**src/dtc_pkg.sv**
```systemverilog
// Purpose: constants for the dual timer/counter block
// Assumes: 40 MHz pclk serves as the oscillator; one machine cycle is 12 pclk periods
// Notes: registers live on apb, one aligned 32-bit word each
package dtc_pkg;
   // register byte addresses
   localparam logic [11:0] DTC_OFF_CTRL = 12'h000;
   localparam logic [11:0] DTC_OFF_MODE = 12'h004;
   localparam logic [11:0] DTC_OFF_CNT0 = 12'h008;
   localparam logic [11:0] DTC_OFF_CNT1 = 12'h00c;
   localparam logic [11:0] DTC_OFF_VECT = 12'h010;
   // control register fields
   localparam int DTC_CTRL_OVF1 = 7;
   localparam int DTC_CTRL_RUN1 = 6;
   localparam int DTC_CTRL_OVF0 = 5;
   localparam int DTC_CTRL_RUN0 = 4;
   // mode register fields, per timer nibble
   localparam int DTC_MODE_GATE = 3;
   localparam int DTC_MODE_CT = 2;
   localparam int DTC_MODE_HI = 1;
   localparam int DTC_MODE_LO = 0;
   localparam int DTC_NIB1 = 4;
   // mode encodings
   localparam logic [1:0] DTC_M13 = 2'h0;
   localparam logic [1:0] DTC_M16 = 2'h1;
   localparam logic [1:0] DTC_M8R = 2'h2;
   localparam logic [1:0] DTC_MSPLIT = 2'h3;
   // machine cycle timing
   localparam int DTC_OSC_PER_MC = 12;
   localparam logic [3:0] DTC_MC_LAST = 4'hb;
   localparam logic [3:0] DTC_PH_SAMPLE = 4'h9;
   localparam logic [3:0] DTC_PH_UPDATE = 4'h4;
   // reset values
   localparam logic [7:0] DTC_RST_BYTE = 8'h00;
   localparam logic [1:0] DTC_RST_ENDS = 2'h0;
endpackage : dtc_pkg

```
**src/dtc_top.sv**
```systemverilog
// Purpose: two 16-bit timer/counters with four modes, apb register access
// Assumes: pins are asynchronous to pclk; pclk is the oscillator
// Notes: overflow flags also clear on the interrupt-acknowledge register write
// Function
// - timer function counts once per machine cycle of 12 oscillator periods.
// - counter samples event pin at sample phase; counts high-then-low sample pairs.
// - counted edge becomes visible at update phase of the next machine cycle.
// - edge detection needs two machine cycles, so max rate is fosc/24.
// - per timer, function select picks timer/counter, two bits pick mode.
// - mode codes 00 13-bit, 01 16-bit, 10 auto-reload, 11 split/stop.
// - mode 0 uses high byte and low five bits as 13-bit counter.
// - 13-bit wrap from all ones sets the overflow flag.
// - count only when run set and gate clear or gate pin high.
// - setting run keeps existing count contents.
// - timer 1 gate at mode bit 7, timer 0 gate at mode bit 3.
// - mode 1 counts all 16 bits, sets flag on ffff wrap, continues.
// - software reads and writes overflow flags directly.
// - mode 2 low byte counts, reloads from high byte on overflow.
// - timer 1 in mode 3 holds its count, as if stopped.
// - timer 0 mode 3 splits: low byte own controls, high byte timer-1 controls.
// - with timer 0 split, timer 1 runs unless in its own mode 3.
// - overflow flag clears when its interrupt service is entered; here it clears only by a control write or an acknowledge register write.
//
// Added by the designer: register access over APB and the address map.
`timescale 1ns/1ps
`default_nettype none
module dtc_top
   import dtc_pkg::*;
(
   input wire logic pclk,
   input wire logic presetn,
   input wire logic psel,
   input wire logic penable,
   input wire logic pwrite,
   input wire logic [11:0] paddr,
   input wire logic [31:0] pwdata,
   output logic [31:0] prdata,
   output logic pready,
   output logic pslverr,
   input wire logic event_pin_t0,
   input wire logic event_pin_t1,
   input wire logic gate_pin_t0,
   input wire logic gate_pin_t1,
   output logic overflow_flag_t0,
   output logic overflow_flag_t1
);

   // ----------------------------------------
   // state
   // ----------------------------------------
   logic [7:0] count_low_t0_q;
   logic [7:0] count_high_t0_q;
   logic [7:0] count_low_t1_q;
   logic [7:0] count_high_t1_q;
   logic [7:0] counter_mode_register_q;
   logic run_bit_t0_q;
   logic run_bit_t1_q;
   logic ovf0_q;
   logic ovf1_q;
   logic [3:0] phase_q;
   logic [2:0] ev0_sync_q;
   logic [2:0] ev1_sync_q;
   logic [2:0] gt0_sync_q;
   logic [2:0] gt1_sync_q;
   logic ev0_lvl_q;
   logic ev1_lvl_q;
   logic gt0_lvl_q;
   logic gt1_lvl_q;
   logic ev0_smp_q;
   logic ev1_smp_q;
   logic ev0_pend_q;
   logic ev1_pend_q;

   // ----------------------------------------
   // pin synchronisers
   // ----------------------------------------
   // a level is accepted once the second and third stages agree
   always_ff @(posedge pclk or negedge presetn) begin
      if (!presetn) begin
         ev0_sync_q <= 3'h0;
         ev1_sync_q <= 3'h0;
         gt0_sync_q <= 3'h0;
         gt1_sync_q <= 3'h0;
      end else begin
         ev0_sync_q <= {ev0_sync_q[1:0], event_pin_t0};
         ev1_sync_q <= {ev1_sync_q[1:0], event_pin_t1};
         gt0_sync_q <= {gt0_sync_q[1:0], gate_pin_t0};
         gt1_sync_q <= {gt1_sync_q[1:0], gate_pin_t1};
      end
   end

   always_ff @(posedge pclk or negedge presetn) begin
      if (!presetn) begin
         ev0_lvl_q <= 1'b0;
         ev1_lvl_q <= 1'b0;
         gt0_lvl_q <= 1'b0;
         gt1_lvl_q <= 1'b0;
      end else begin
         if (ev0_sync_q[1] == ev0_sync_q[2]) ev0_lvl_q <= ev0_sync_q[2];
         if (ev1_sync_q[1] == ev1_sync_q[2]) ev1_lvl_q <= ev1_sync_q[2];
         if (gt0_sync_q[1] == gt0_sync_q[2]) gt0_lvl_q <= gt0_sync_q[2];
         if (gt1_sync_q[1] == gt1_sync_q[2]) gt1_lvl_q <= gt1_sync_q[2];
      end
   end

   // ----------------------------------------
   // machine cycle phase
   // ----------------------------------------
   always_ff @(posedge pclk or negedge presetn) begin
      if (!presetn) begin
         phase_q <= 4'h0;
      end else if (phase_q == DTC_MC_LAST) begin
         phase_q <= 4'h0;
      end else begin
         phase_q <= phase_q + 4'h1;
      end
   end

   logic ph_sample;
   logic ph_update;
   assign ph_sample = (phase_q == DTC_PH_SAMPLE);
   assign ph_update = (phase_q == DTC_PH_UPDATE);

   // ----------------------------------------
   // event pin edge detection
   // ----------------------------------------
   // the edge seen at one sample phase is applied at the next cycle's update
   // phase, so two machine cycles bound the count rate
   always_ff @(posedge pclk or negedge presetn) begin
      if (!presetn) begin
         ev0_smp_q <= 1'b0;
         ev1_smp_q <= 1'b0;
         ev0_pend_q <= 1'b0;
         ev1_pend_q <= 1'b0;
      end else begin
         if (ph_sample) begin
            ev0_smp_q <= ev0_lvl_q;
            ev1_smp_q <= ev1_lvl_q;
            ev0_pend_q <= ev0_smp_q & ~ev0_lvl_q;
            ev1_pend_q <= ev1_smp_q & ~ev1_lvl_q;
         end else if (ph_update) begin
            ev0_pend_q <= 1'b0;
            ev1_pend_q <= 1'b0;
         end
      end
   end

   // ----------------------------------------
   // count enables
   // ----------------------------------------
   logic [1:0] mode0;
   logic [1:0] mode1;
   logic ct0;
   logic ct1;
   logic gate0;
   logic gate1;
   logic split;
   logic tick0;
   logic tick1;
   logic tick0h;
   assign mode0 = counter_mode_register_q[DTC_MODE_HI:DTC_MODE_LO];
   assign mode1 = counter_mode_register_q[DTC_NIB1+DTC_MODE_HI:DTC_NIB1+DTC_MODE_LO];
   assign ct0 = counter_mode_register_q[DTC_MODE_CT];
   assign ct1 = counter_mode_register_q[DTC_NIB1+DTC_MODE_CT];
   assign gate0 = counter_mode_register_q[DTC_MODE_GATE];
   assign gate1 = counter_mode_register_q[DTC_NIB1+DTC_MODE_GATE];
   assign split = (mode0 == DTC_MSPLIT);
   // timer ticks land on the update phase too, so both functions align
   assign tick0 = ph_update & run_bit_t0_q & (~gate0 | gt0_lvl_q)
                  & (ct0 ? ev0_pend_q : 1'b1);
   // in split mode timer 1 runs freely on its own gate, without its run bit
   assign tick1 = ph_update & (split ? 1'b1 : run_bit_t1_q) & (~gate1 | gt1_lvl_q)
                  & (ct1 ? ev1_pend_q : 1'b1) & (mode1 != DTC_MSPLIT);
   assign tick0h = ph_update & run_bit_t1_q & split;

   // ----------------------------------------
   // apb decode
   // ----------------------------------------
   logic wr_en;
   logic rd_en;
   logic hit;
   assign hit = (paddr == DTC_OFF_CTRL) | (paddr == DTC_OFF_MODE) | (paddr == DTC_OFF_CNT0)
              | (paddr == DTC_OFF_CNT1) | (paddr == DTC_OFF_VECT);
   assign wr_en = psel & penable & pwrite & hit;
   assign rd_en = psel & ~penable & ~pwrite;

   // ----------------------------------------
   // counter next values
   // ----------------------------------------
   logic [7:0] l0_d;
   logic [7:0] h0_d;
   logic [7:0] l1_d;
   logic [7:0] h1_d;
   logic set0;
   logic set1;

   // one function serves both timers; split-mode high byte handled separately
   function automatic logic [16:0] dtc_step(input logic [1:0] md, input logic [7:0] lo,
                                            input logic [7:0] hi);
      logic [8:0] s;
      logic [13:0] c13;
      logic [16:0] r;
      s = 9'h0;
      c13 = 14'h0;
      r = {1'b0, hi, lo};
      case (md)
         DTC_M13: begin
            c13 = {1'b0, hi, lo[4:0]} + 14'h1;
            r = {c13[13], c13[12:5], lo[7:5], c13[4:0]};
         end
         DTC_M16: begin
            r = {1'b0, hi, lo} + 17'h1;
         end
         DTC_M8R: begin
            s = {1'b0, lo} + 9'h1;
            r = {s[8], hi, (s[8] ? hi : s[7:0])};
         end
         default: begin // split low byte: plain 8-bit wrap
            s = {1'b0, lo} + 9'h1;
            r = {s[8], hi, s[7:0]};
         end
      endcase
      return r;
   endfunction : dtc_step

   always_comb begin
      logic [16:0] r0;
      logic [16:0] r1;
      logic [8:0] sh;
      r0 = dtc_step(mode0, count_low_t0_q, count_high_t0_q);
      r1 = dtc_step(mode1, count_low_t1_q, count_high_t1_q);
      sh = {1'b0, count_high_t0_q} + 9'h1;
      l0_d = count_low_t0_q;
      h0_d = count_high_t0_q;
      l1_d = count_low_t1_q;
      h1_d = count_high_t1_q;
      set0 = 1'b0;
      set1 = 1'b0;
      if (tick0) begin
         l0_d = r0[7:0];
         set0 = r0[16];
         if (!split) h0_d = r0[15:8];
      end
      if (tick0h) begin
         h0_d = sh[7:0];
         set1 = sh[8];
      end
      if (tick1) begin
         l1_d = r1[7:0];
         h1_d = r1[15:8];
         // in split mode timer 1 no longer owns its flag
         if (!split) set1 = r1[16];
      end
   end

   // ----------------------------------------
   // count registers
   // ----------------------------------------
   // software writes win over a same-cycle increment; run bits never clear counts
   always_ff @(posedge pclk or negedge presetn) begin
      if (!presetn) begin
         count_low_t0_q <= DTC_RST_BYTE;
         count_high_t0_q <= DTC_RST_BYTE;
         count_low_t1_q <= DTC_RST_BYTE;
         count_high_t1_q <= DTC_RST_BYTE;
      end else begin
         if (wr_en && paddr == DTC_OFF_CNT0) begin
            count_low_t0_q <= pwdata[7:0];
            count_high_t0_q <= pwdata[15:8];
         end else begin
            count_low_t0_q <= l0_d;
            count_high_t0_q <= h0_d;
         end
         if (wr_en && paddr == DTC_OFF_CNT1) begin
            count_low_t1_q <= pwdata[7:0];
            count_high_t1_q <= pwdata[15:8];
         end else begin
            count_low_t1_q <= l1_d;
            count_high_t1_q <= h1_d;
         end
      end
   end

   // ----------------------------------------
   // control, mode and flags
   // ----------------------------------------
   always_ff @(posedge pclk or negedge presetn) begin
      if (!presetn) begin
         counter_mode_register_q <= DTC_RST_BYTE;
         run_bit_t0_q <= 1'b0;
         run_bit_t1_q <= 1'b0;
      end else if (wr_en && paddr == DTC_OFF_MODE) begin
         counter_mode_register_q <= pwdata[7:0];
      end else if (wr_en && paddr == DTC_OFF_CTRL) begin
         run_bit_t0_q <= pwdata[DTC_CTRL_RUN0];
         run_bit_t1_q <= pwdata[DTC_CTRL_RUN1];
      end
   end

   // hardware set wins over a software or acknowledge clear in the same cycle
   always_ff @(posedge pclk or negedge presetn) begin
      if (!presetn) begin
         ovf0_q <= 1'b0;
         ovf1_q <= 1'b0;
      end else begin
         if (set0) begin
            ovf0_q <= 1'b1;
         end else if (wr_en && paddr == DTC_OFF_CTRL) begin
            ovf0_q <= pwdata[DTC_CTRL_OVF0];
         end else if (wr_en && paddr == DTC_OFF_VECT && pwdata[0]) begin
            ovf0_q <= 1'b0;
         end
         if (set1) begin
            ovf1_q <= 1'b1;
         end else if (wr_en && paddr == DTC_OFF_CTRL) begin
            ovf1_q <= pwdata[DTC_CTRL_OVF1];
         end else if (wr_en && paddr == DTC_OFF_VECT && pwdata[1]) begin
            ovf1_q <= 1'b0;
         end
      end
   end

   // ----------------------------------------
   // apb response
   // ----------------------------------------
   // no wait state: read data is registered in setup, pready rises in the first access cycle
   always_ff @(posedge pclk or negedge presetn) begin
      if (!presetn) begin
         prdata <= 32'h0;
         pready <= 1'b0;
         pslverr <= 1'b0;
         overflow_flag_t0 <= 1'b0;
         overflow_flag_t1 <= 1'b0;
      end else begin
         overflow_flag_t0 <= ovf0_q;
         overflow_flag_t1 <= ovf1_q;
         pready <= psel & ~penable;
         pslverr <= psel & ~penable & ~hit;
         if (rd_en) begin
            case (paddr)
               DTC_OFF_CTRL: prdata <= {24'h0, ovf1_q, run_bit_t1_q, ovf0_q, run_bit_t0_q, 4'h0};
               DTC_OFF_MODE: prdata <= {24'h0, counter_mode_register_q};
               DTC_OFF_CNT0: prdata <= {16'h0, count_high_t0_q, count_low_t0_q};
               DTC_OFF_CNT1: prdata <= {16'h0, count_high_t1_q, count_low_t1_q};
               default: prdata <= 32'h0;
            endcase
         end
      end
   end

endmodule : dtc_top
`default_nettype wire

```
**config.mk**
```make
export PLATFORM = sky130hd
export DESIGN_NAME = dtc_top
export DESIGN_NICKNAME = d
export VERILOG_FILES = /design/src/dtc_pkg.sv /design/src/dtc_top.sv
export SDC_FILE = /design/constraint.sdc
export NUM_CORES = 1
export LEC_CHECK = 0
export ABC_AREA = 1
export BUFFER_PORTS_ARGS = -buffer_cell sky130_fd_sc_hd__buf_2
export CORE_AREA = 2 2 132 134
export DETAILED_ROUTE_END_ITERATION = 8
export DIE_AREA = 0 0 134 136
export MAX_ROUTING_LAYER = met4
export SYNTH_ARGS = -nofsm -noshare
export SYNTH_HDL_FRONTEND = slang
export SYNTH_SLANG_ARGS = --single-unit
```
**constraint.sdc**
```tcl
create_clock -name pclk -period 2.4 [get_ports pclk]
set_input_delay 0 -clock pclk [delete_from_list [all_inputs] [get_ports pclk]]
set_output_delay 0 -clock pclk [all_outputs]
set_load 0.02 [all_outputs]
```
[Yosys cells after proc, flatten, opt, wreduce, memory -nomap -nowiden]
Cells that the tools add are included.
Word-level totals
  bits in registers: 104
  output and inout bits: 36
  bits of input ports: 53
Cells by class
  reduce and logical (&&, ||, !) cells: 23
  bitwise gates (word level): 31
  mux-type cells: 32
  eq/ne operators: 22
  $add $sub $neg: 8
Operator list (number)
  17-bit one-hot mux with 3 select lines: 2
  8-bit 2-to-1 mux: 12
  16-bit one-hot mux with 4 select lines: 1
  16-bit by 1-bit adder with 17-bit output, second input constant: 2
  13-bit by 1-bit adder with 14-bit output, second input constant: 2
  8-bit by 1-bit adder with 9-bit output, second input constant: 3
  12-bit by 4-bit == test with 1-bit output, second input constant: 2
  1-bit AND: 17
  1-bit 2-to-1 mux: 16
  12-bit by 3-bit == test with 1-bit output, second input constant: 1
  12-bit by 5-bit == test with 1-bit output, second input constant: 1
  12-bit logical NOT: 1
  3-bit nonzero test: 4
  4-bit == test, second input constant: 2
  2-bit inequality test, second input constant: 4
  1-bit NOT: 8
  1-bit logical AND: 7
  2-bit == test, second input constant: 3
  1-bit OR: 6
  2-bit AND reduction: 3
  2-bit nonzero test: 3
  4-bit by 1-bit adder with 4-bit output, second input constant: 1
  1-bit == test: 4
  2-bit by 1-bit == test with 1-bit output, second input constant: 2
  other kinds (8): 9

[Logic depth before layout (Yosys ltp)]
Gate-level depths: netlist (run 1).
  depth in word-level cells: 11
  gate-level depth with buffers: 12
  gate-level depth less buffers: 12

[Least setup slack after synthesis (run 1)]
Ideal clock, no wire load.
  kind: flip-flop to flip-flop
  from: reg phase_q[0]
  to: reg count_high_t0_q[1]
  slack: 0.752 ns
  path buffers: 0
  cell stages (with the launch flop): 12
  data arrival time: 1.530 ns
  cell sequence: dfrtp_1 -> inv_1 -> ha_1 -> nand3_1 -> nor3_4 -> inv_2 -> nand2_1 -> inv_2 -> nand2_4 -> inv_1 -> nand2_1 -> nand2_1
On the way
  word-level cells in the longest chain between the ends: 6
Ends and longest elaborated chain
  start: declaration: line dtc_top.sv:60  | logic [3:0] phase_q;
  start signal: assignment: line dtc_top.sv:115  | phase_q <= phase_q + 4'h1;
  4-bit by 3-bit == test with 1-bit output (*): line dtc_top.sv:122  | assign ph_update = (phase_q == DTC_PH_UPDATE);
  1-bit AND (2 in series): line dtc_top.sv:169  | assign tick0 = ph_update & run_bit_t0_q & (~gate0 | gt0_lvl_q)
  1-bit AND: line dtc_top.sv:170  | & (ct0 ? ev0_pend_q : 1'b1);
  3-bit nonzero test (no line)
  4-bit AND reduction (no line)
  end signal: assignment: line dtc_top.sv:269  | count_high_t0_q <= pwdata[15:8];
  end: declaration: line dtc_top.sv:52  | logic [7:0] count_high_t0_q;
Every way passes the cells marked *; elsewhere a longest branch is shown, timed or not.
A chain may end at the register's enable or synchronous reset.

[Final worst setup path (run 1)]
  from: reg phase_q[0]
  to: reg count_high_t1_q[2]
On the way
  word-level cells in the longest chain between the ends: 7
Ends and longest elaborated chain
  4-bit by 3-bit == test with 1-bit output: line dtc_top.sv:122
  1-bit AND (2 in series): line dtc_top.sv:172  | assign tick1 = ph_update & (split ? 1'b1 : run_bit_t1_q) & (~gate1 | gt1_lvl_q)
  1-bit AND (2 in series): line dtc_top.sv:173  | & (ct1 ? ev1_pend_q : 1'b1) & (mode1 != DTC_MSPLIT);
  2-bit nonzero test (no line)
  3-bit AND reduction (no line)
  end signal: assignment: line dtc_top.sv:276  | count_high_t1_q <= pwdata[15:8];
  end: declaration: line dtc_top.sv:54  | logic [7:0] count_high_t1_q;
Every way passes these cells.

==> flow_summary.ini, run 1 <==
[placement]
place_congestion = 1.00
portBuffers = 56
dp_hpwl_mm = 13.3

[critical_path]
timing.rr.start = phase_q[0]$_DFF_PN0_
start_kind = flip-flop
path_class = reg -> reg
crit_required_ns = 2.63
slowest_delay_ns = 0.41
crit_family = simple AND/OR/NAND/NOR gates
r2r_slack_ns = 0.34
cp.buffers_inverters = 2
cp_cell_sequence = inv_1 -> ha_1 -> nand3_1 -> a21oi_1 -> nand2_1 -> o21ai_2 -> inv_2 -> nand2_1 -> nand3_1
end_kind = flip-flop
arrival_ns = 2.29
reg2reg_depth = 9
crit_path_top_delay_cell = dfrtp_1
crit_fanout = 8
reg2reg_to = count_high_t1_q[2]$_DFFE_PN0P_

[grt]
overflow = 0
antenna_found_initial = 0
grt_pass1_wl_mm = 28.5
grt_pass1_vias = 5465
track_usage_pct = 20.5
grt_start_max_net_pins = 46

[clocking]
cts_buffers = 9
tritoncts = built
clkTransAtPathRegs_ns = 0.07
clk_latency_ns = 0.35
clock_tree.root_cell = clkbuf_16
htree_num_levels = 3
cts_num_sinks = 88
clk_path_buf_depth = 2

[power]
p_total_mw = 3.36
p_leak_nw = 3.35
power_density_nw_per_um2 = 497
ir_drop_v = 0.000315

[die]
num_io_pins = 89
dieArea_um2 = 18200
core-area_um2 = 16900
die_w_um = 134
rows = 48
die_y_um = 136
start_util_pct = 34.2

[routing]
wl_met3_mm = 1.10
firstDrtPassIters = 6
met2_length_mm = 7.98
m1WireLength_mm = 8.03
via_count = 5791
drc = 0
highest_layer = met4
drt_iter0_drc = 605
wl_per_cell_um = 15.5
via_per_inst = 5.12
wl_mm = 17.5
final_antenna_net_count = 0

[sta]
tightestPinTransition_ns = 0.736
rsz0062_at_grt = false
period_share_pct = 85.9
slew_headroom_pct = 50.7
fmaxAchievable_ghz = 0.485
setup_violations = 0
hold_viol_final = 0
skew_ns = 0.0104
finalSetupTns_ns = 0
timing.final.crit_period_ns = 2.06
final_max_slew_viol_count = 0

[synth]
synth-edff-count = 0
yosysSeqAreaShare_pct = 38.2
async_reset_ff_share_pct = 100
synthTopCellsByArea = dfrtp_1 (38%), nand2_1 (15%), nand3_1 (9.5%), inv_1 (5.9%), nor2_1 (5.0%)
ys_ff_latch = 88
synthFlopType = dfrtp_1
synth.top_cell.area_share_pct = 38.2
synth_warnings = 0
syn_area_um2 = 5760
ys_types = 41
yosys.area.top_type = dfrtp_1
syn_inst = 823
syn_avg_cell_area_um2 = 7.00

[worst_hold_path]
hold_depth = 5
min_path_type = in -> reg
min_to = count_high_t1_q[5]$_DFFE_PN0P_
hp-start = pwdata[13]

[layout]
drive_gt1_share_pct = 13.6
nNetsFinal = 960
syn2layout_area_growth_pct = 17.2
insertedDiodeCount = 0

[run_status]
run_status = finished clean

[flow_run]
max-cap-violations = 0
## cells in the mapped netlist (10+ instances only)
| cell | number |
|---|---|
| a21oi_1 | 13 |
| a22o_1 | 10 |
| buf_4 | 17 |
| dfrtp_1 | 88 |
| inv_1 | 90 |
| inv_2 | 11 |
| nand2_1 | 233 |
| nand3_1 | 109 |
| nand4_1 | 15 |
| nor2_1 | 77 |
| o21ai_0 | 40 |
| o21ai_1 | 13 |
| o22ai_1 | 16 |
## through the flow
step / utilization (%) / worst slack (ns) / std cells / instance area, um^2 / hold WS, ns
after floorplan: - / 0.752 / 838 / 5820 / -0.296
after global placement: 37.0 / 0.405 / 1095 / 6250 / 0.0430
after detailed placement: 37.0 / 0.358 / 1095 / 6250 / 0.0437
after CTS: 40.0 / 0.357 / 1131 / 6760 / 0.0185
after global routing: 40.0 / 0.0961 / 1131 / 6760 / 0.0583
final: 40.0 / 0.339 / 1131 / 6760 / 0.0183
## per-layer routing
layer	track usage, %	vias up
met4	6.74	0
li1	-	2823
met1	26.8	2723
met3	3.80	38
met2	32.3	207
met5	-	-
## report_power, final
group	internal, mW	total, mW	switching, mW
Sequential	1.54	1.59	0.0534
Combinational	0.110	0.296	0.186
Clock	0.845	1.47	0.625
Total	2.49	3.36	0.864
## cell families (layout without fill, tap and decap cells)
group,count (synthesis),in the layout,share of synthesized area (%)
AND/OR/NAND/NOR,468,468,36.2
other,1,16,0.0651
AO/OA/AOI/OAI,112,112,11.8
adder cells (fa/ha/maj),10,10,2.00
flip-flops,88,88,38.2
buffers and inverters,135,203,10.3
XOR/XNOR,9,9,1.37
## layout by cell type (no fill, tap or decap), drive strengths merged, types with 2 or more instances in the layout
cell type      n
or2            3
o21ai         54
a21oi         19
nand3        112
o211ai         8
xor2           9
ha             6
o22ai         16
a32o           2
dlygate4sd3   20
clkbuf        11
clkinv         3
conb          16
nor3           7
dfrtp         88
buf           64
nor2          87
nand4         15
nand2        242
maj3           4
inv          103
a22o          10
## state kept, by name, indices dropped and copies added, names as in the netlist, 4 cells and up
name	count
prdata	16
count_high_t0_q	8
count_high_t1_q	8
counter_mode_register_q	8
count_low_t0_q	8
count_low_t1_q	8
phase_q	4
## worst min-delay path, stage by stage
cell,delay [ns]
buf_2,0.07
inv_1,0.06
nand2_1,0.08
nand3_1,0.08
nand2_1,0.05
## final cells by class
class / count / area (um^2)
Multi-Input combinational cell: 615 / 3020
Tap cell: 225 / 282
Timing Repair Buffer: 84 / 556
Clock buffer: 11 / 243
Inverter: 103 / 388
Sequential cell: 88 / 2200
Fill cell: 1788 / 10100
Clock inverter: 5 / 63.8
## how the worst max path moves through the flow
| stage | start | depth (start not counted) | end | slack (ns) |
|---|---|---|---|---|
| after floorplan | phase_q[0]$_DFF_PN0_ | 11 | count_high_t0_q[1]$_DFFE_PN0P_ | 0.75 |
| after CTS | phase_q[0]$_DFF_PN0_ | 9 | count_high_t1_q[2]$_DFFE_PN0P_ | 0.36 |
| after global placement | phase_q[0]$_DFF_PN0_ | 9 | count_high_t1_q[2]$_DFFE_PN0P_ | 0.41 |
| after detailed placement | phase_q[0]$_DFF_PN0_ | 9 | count_high_t1_q[2]$_DFFE_PN0P_ | 0.36 |
| after global routing | phase_q[0]$_DFF_PN0_ | 9 | count_high_t1_q[2]$_DFFE_PN0P_ | 0.1 |
| final | phase_q[0]$_DFF_PN0_ | 9 | count_high_t1_q[2]$_DFFE_PN0P_ | 0.34 |
## timing repair
action                                  4_1_cts  5_1_grt
resized for setup                             0        0
endpoints found under the setup margin        0        0
hold buffers                                 20        0
endpoints found under the hold margin        73        0
buffers inserted                              0        0
Note: power is estimated with default switching activity, not from simulation.
==> run 2: changes to the inputs <==
Settings changed: CORE_AREA 2 2 132 134 to 2 2 106 108, DIE_AREA 0 0 134 136 to 0 0 108 110, GPL_ROUTABILITY_DRIVEN set to 0, PLACE_DENSITY set to 0.76.
==> run 2 against run 1 <==
Net effect:
- clock-buffer cell count decreased by 2
- worst hold slack improved by 0.088 ns
- final cell count decreased by 7.3%
- sequential power about the same
- fmax decreased by 0.32%
- utilization increased by 21 points
- first-iteration DRC count decreased by 17%
- critical path depth unchanged
- clock power decreased by 29%
- non-clock buffer count increased by 2
- sequential cell count unchanged
==> flow_summary.ini, run 2 (synthesis results as in run 1) <==
[grt]
grt_pass1_vias = 5423
grt_pass1_wl_mm = 26.8
grt_start_max_net_pins = 51
grt_busiest_layer = met2
grt_use_met2_pct = 48.0
antenna_found_initial = 0
use_met1_pct = 39.0
overflow = 0
grt_util_met3_pct = 5.00
track_usage_pct = 30.1

[layout]
nNetsFinal = 962
largest_register = prdata
multi_input_area_um2 = 3020
largest_reg_flops = 16
insertedDiodeCount = 0
syn2layout_area_growth_pct = 13.9
drive_gt1_share_pct = 13.4
final_cell_mix = nand2_1 (233), nand3_1 (109), inv_1 (90)
fill_cells = 1018
regArea_um2 = 2200
final_common_cell = nand2_1

[clocking]
tritoncts = built
cts_resized = 0
clk_path_buf_depth = 2
htree_num_levels = 3
post_cts_buffers = 0
cts_buffers = 9
cts_num_sinks = 88
clock_tree.root_cell = clkbuf_8
ctsHoldBuffers = 24
clk_latency_ns = 0.38
clkTransAtPathRegs_ns = 0.10

[die]
dieArea_um2 = 11900
num_io_pins = 89
start_util_pct = 53.9
core-area_um2 = 10700
die_w_um = 108
die_y_um = 110
rows = 38

[power]
ir_drop_v = 0.000304
p_sw_share_pct = 29.9
power_density_nw_per_um2 = 447
switchingPower_uw = 876
p_leak_nw = 3.31
power_frac_clock_pct = 35.7
seqPwrFrac_pct = 54.2
intPower_mw = 2.06
pwr-share-comb_pct = 10.1

[critical_path]
reg2reg_to = count_high_t1_q[2]$_DFFE_PN0P_
reg2reg_depth = 9
crit_end = count_high_t1_q[2]$_DFFE_PN0P_
crit_required_ns = 2.66
start_kind = flip-flop
arrival_ns = 2.33
end_kind = flip-flop
timing.rr.start = phase_q[0]$_DFF_PN0_
path_class = reg -> reg
crit_path_start = phase_q[0]$_DFF_PN0_
r2r_slack_ns = 0.33
crit_fanout = 8

[placement]
portBuffers = 56
dpl_worst_slack_ns = 0.383
dp_hpwl_mm = 12.1

[sta]
period_share_pct = 86.2
setup_slack_ns = 0.332
tightestPinTransition_ns = 0.663
final_max_slew_viol_count = 0
finalSetupTns_ns = 0
hold_viol_final = 0
skew_ns = 0.0122
slew_headroom_pct = 55.6
fmaxAchievable_ghz = 0.484
rsz0062_at_grt = false
timing.final.crit_period_ns = 2.07
setup_violations = 0

[flow_run]
max-cap-violations = 0

[routing]
final_antenna_net_count = 0
wl_mm = 16.5
via_count = 5791
firstDrtPassIters = 8
drt_iter0_drc = 505
drc = 0
wl_per_cell_um = 15.7
via_per_inst = 5.53

[run_status]
run_status = finished clean

[worst_hold_path]
min_path_type = in -> reg
run 2: cell types whose count changed in the layout (fill, tap and decap cells not counted):
cell / change
clkbuf_8: +8
dlygate4sd3_1: +4
clkinv_8: +1
inv_8: +2
clkbuf_16: -9
buf_4: -2
bufinv_16: -1
clkbuf_1: -1
run 2: power groups by stage:
| stage | Combinational [mW] | Sequential [mW] | Clock [mW] |
|---|---|---|---|
| after floorplan | 0.175 | 1.60 | 0 |
| after global placement | 0.262 | 1.61 | 0 |
| after detailed placement | 0.264 | 1.61 | 0 |
| after CTS | 0.295 | 1.59 | 1.06 |
| after global routing | 0.335 | 1.60 | 1.12 |
| final | 0.297 | 1.59 | 1.05 |
run 2: cell type report:
type | instances | area share, %
multi-input combinational | 615 | 46.0
clock buffer | 9 | 1.89
inverter | 103 | 5.91
timing repair buffer | 86 | 8.84
clock inverter | 7 | 1.11
tap | 140 | 2.67
sequential | 88 | 33.5
run 2: worst min path at each step:
stage               startpoint                        endpoint  cells after the start
floorplan              presetn  count_high_t0_q[0]$_DFFE_PN0P_                      0
global placement       presetn               pslverr$_DFF_PN0_                      1
detailed placement     presetn               pslverr$_DFF_PN0_                      1
CTS                   paddr[4]              ovf0_q$_DFFE_PN0P_                      6
global route          paddr[4]              ovf0_q$_DFFE_PN0P_                      6
finish                paddr[4]              ovf0_q$_DFFE_PN0P_                      6
run 2: worst max-delay path, stage by stage, from the launching register on:
cell	delay, ns
dfrtp_1	0.43
inv_1	0.09
ha_1	0.14
nand3_1	0.21
a21oi_1	0.19
nand2_1	0.25
o21ai_2	0.34
inv_2	0.14
nand2_1	0.09
nand3_1	0.07
run 2: metrics by stage:
stage               instances  util [%]  cell area (um^2)  hold slack, ns  power [mW]
floorplan                 838         -              5820          -0.296        1.78
CTS                      1048      61.4              6570           0.106        2.94
finish                   1048      61.4              6570           0.106        2.93
detailed placement       1008      57.3              6130          0.0774        1.88
global route             1048      61.4              6570           0.160        3.05
global placement         1008      57.3              6130          0.0754        1.88
run 2: metal layers:
metal,share of wire (%),wire [um]
met4,3.4,563
met5,0,0
met2,47,7670
met3,8.0,1310
met1,42,6910
==> run 3: changes to the inputs <==
Settings changed: PLACE_DENSITY 0.76 to 0.78.
==> run 3 against run 2 <==
Net effect:
- clock skew shrank 0.0014 ns
- utilization grew 0.058 points
- sequential cell count is the same
- combinational power grew 2%
- sequential share of layout area is essentially flat
- highest routed layer unchanged
==> flow_summary.ini, run 3 (synthesis results as in run 1) <==
[clocking]
clock_tree.root_cell = clkbuf_8
cts_num_sinks = 88
clk_latency_ns = 0.37
tritoncts = built
htree_num_levels = 3
clk_path_buf_depth = 2
clkTransAtPathRegs_ns = 0.10
cts_buffers = 9

[sta]
period_share_pct = 86.5
rsz0062_at_grt = false
hold_viol_final = 0
finalSetupTns_ns = 0
skew_ns = 0.0108
slew_headroom_pct = 55.8
final_max_slew_viol_count = 0
timing.final.crit_period_ns = 2.08
setup_slack_ns = 0.324
fmaxAchievable_ghz = 0.482
tightestPinTransition_ns = 0.661
setup_violations = 0

[power]
ir_drop_v = 0.000358
power_density_nw_per_um2 = 454
p_leak_nw = 3.32
pwr-share-comb_pct = 10.2
power_frac_clock_pct = 36.5
seqPwrFrac_pct = 53.3
switchingPower_uw = 835
intPower_mw = 2.15
p_sw_share_pct = 28.0

[worst_hold_path]
hold_depth = 6
min_path_type = in -> reg

[grt]
grt_pass1_vias = 5277
overflow = 0
antenna_found_initial = 0
grt_pass1_wl_mm = 26.2
track_usage_pct = 29.2
grt_start_max_net_pins = 89

[layout]
drive_gt1_share_pct = 13.3
largest_register = prdata
utilization_pct = 61.4
largest_reg_flops = 16
nNetsFinal = 962
insertedDiodeCount = 0
syn2layout_area_growth_pct = 14.0
final_cell_mix = nand2_1 (233), nand3_1 (109), inv_1 (90)
final_common_cell = nand2_1

[placement]
dp_hpwl_mm = 12.0
dpl_worst_slack_ns = 0.373
portBuffers = 56

[flow_run]
max-cap-violations = 0

[routing]
via_per_inst = 5.60
wl_per_cell_um = 15.5
drt_iter0_drc = 479
via_count = 5869
final_antenna_net_count = 0
wl_mm = 16.2
drc = 0
firstDrtPassIters = 5

[critical_path]
arrival_ns = 2.34
end_kind = flip-flop
path_class = reg -> reg
reg2reg_depth = 9
r2r_slack_ns = 0.32
start_kind = flip-flop
crit_fanout = 8
crit_required_ns = 2.66

[run_status]
run_status = finished clean

[die]
start_util_pct = 53.9
rows = 38
die_w_um = 108
core-area_um2 = 10700
dieArea_um2 = 11900
num_io_pins = 89
die_y_um = 110
## run 3: worst paths after layout
path | end | from
setup reg to reg | count_high_t1_q[2]$_DFFE_PN0P_ | phase_q[0]$_DFF_PN0_
min in group asynchronous | ev1_sync_q[0]$_DFF_PN0_ | presetn
max in group asynchronous | count_high_t0_q[1]$_DFFE_PN0P_ | presetn
setup / recovery | count_high_t1_q[2]$_DFFE_PN0P_ | phase_q[0]$_DFF_PN0_
hold / removal | ovf1_q$_DFFE_PN0P_ | paddr[4]
hold reg to reg | gt0_sync_q[1]$_DFF_PN0_ | gt0_sync_q[0]$_DFF_PN0_
## run 3: final cells by class
| cell class | count | area [um^2] |
|---|---|---|
| sequential | 88 | 2200 |
| inverter | 103 | 388 |
| multi-input combinational | 615 | 3020 |
| clock buffer | 10 | 128 |
| timing repair buffer | 86 | 581 |
| tap | 140 | 175 |
| fill | 1023 | 4130 |
| clock inverter | 6 | 75.1 |
## run 3: per-layer routing
metal / GRT usage (%) / up-vias / wire length, um
met5: - / - / 0
met2: 46.2 / 287 / 7660
met1: 38.0 / 2728 / 6820
met4: 10.8 / 0 / 416
met3: 4.94 / 37 / 1350
li1: - / 2817 / -
## run 3: stage by stage
| step | hold slack [ns] | std cells | total power, mW | cell area (um^2) |
|---|---|---|---|---|
| floorplan | -0.296 | 838 | 1.78 | 5820 |
| global placement | 0.0762 | 1008 | 1.87 | 6130 |
| detailed placement | 0.0801 | 1008 | 1.88 | 6130 |
| CTS | 0.108 | 1048 | 2.98 | 6570 |
| global route | 0.155 | 1048 | 3.09 | 6570 |
| finish | 0.114 | 1048 | 2.98 | 6570 |
## run 3: critical path, stage by stage, from the launching register on
cell	delay (ns)
dfrtp_1	0.43
inv_1	0.09
ha_1	0.14
nand3_1	0.21
a21oi_1	0.19
nand2_1	0.24
o21ai_2	0.35
inv_2	0.14
nand2_1	0.09
nand3_1	0.08
## run 3: timing repair
| action | in CTS | in global routing |
|---|---|---|
| hold buffers | 24 | 0 |
| buffers inserted | 0 | 0 |
| resized for setup | 0 | 0 |
| setup endpoints to repair | 0 | 0 |
| endpoints found under the hold margin | 132 | 0 |
## run 3: power groups by stage
stage	combinational (mW)	sequential, mW	clock, mW
final	0.304	1.59	1.09
after global placement	0.260	1.61	0
after CTS	0.300	1.59	1.10
after detailed placement	0.267	1.61	0
after floorplan	0.175	1.60	0
after global routing	0.338	1.59	1.16
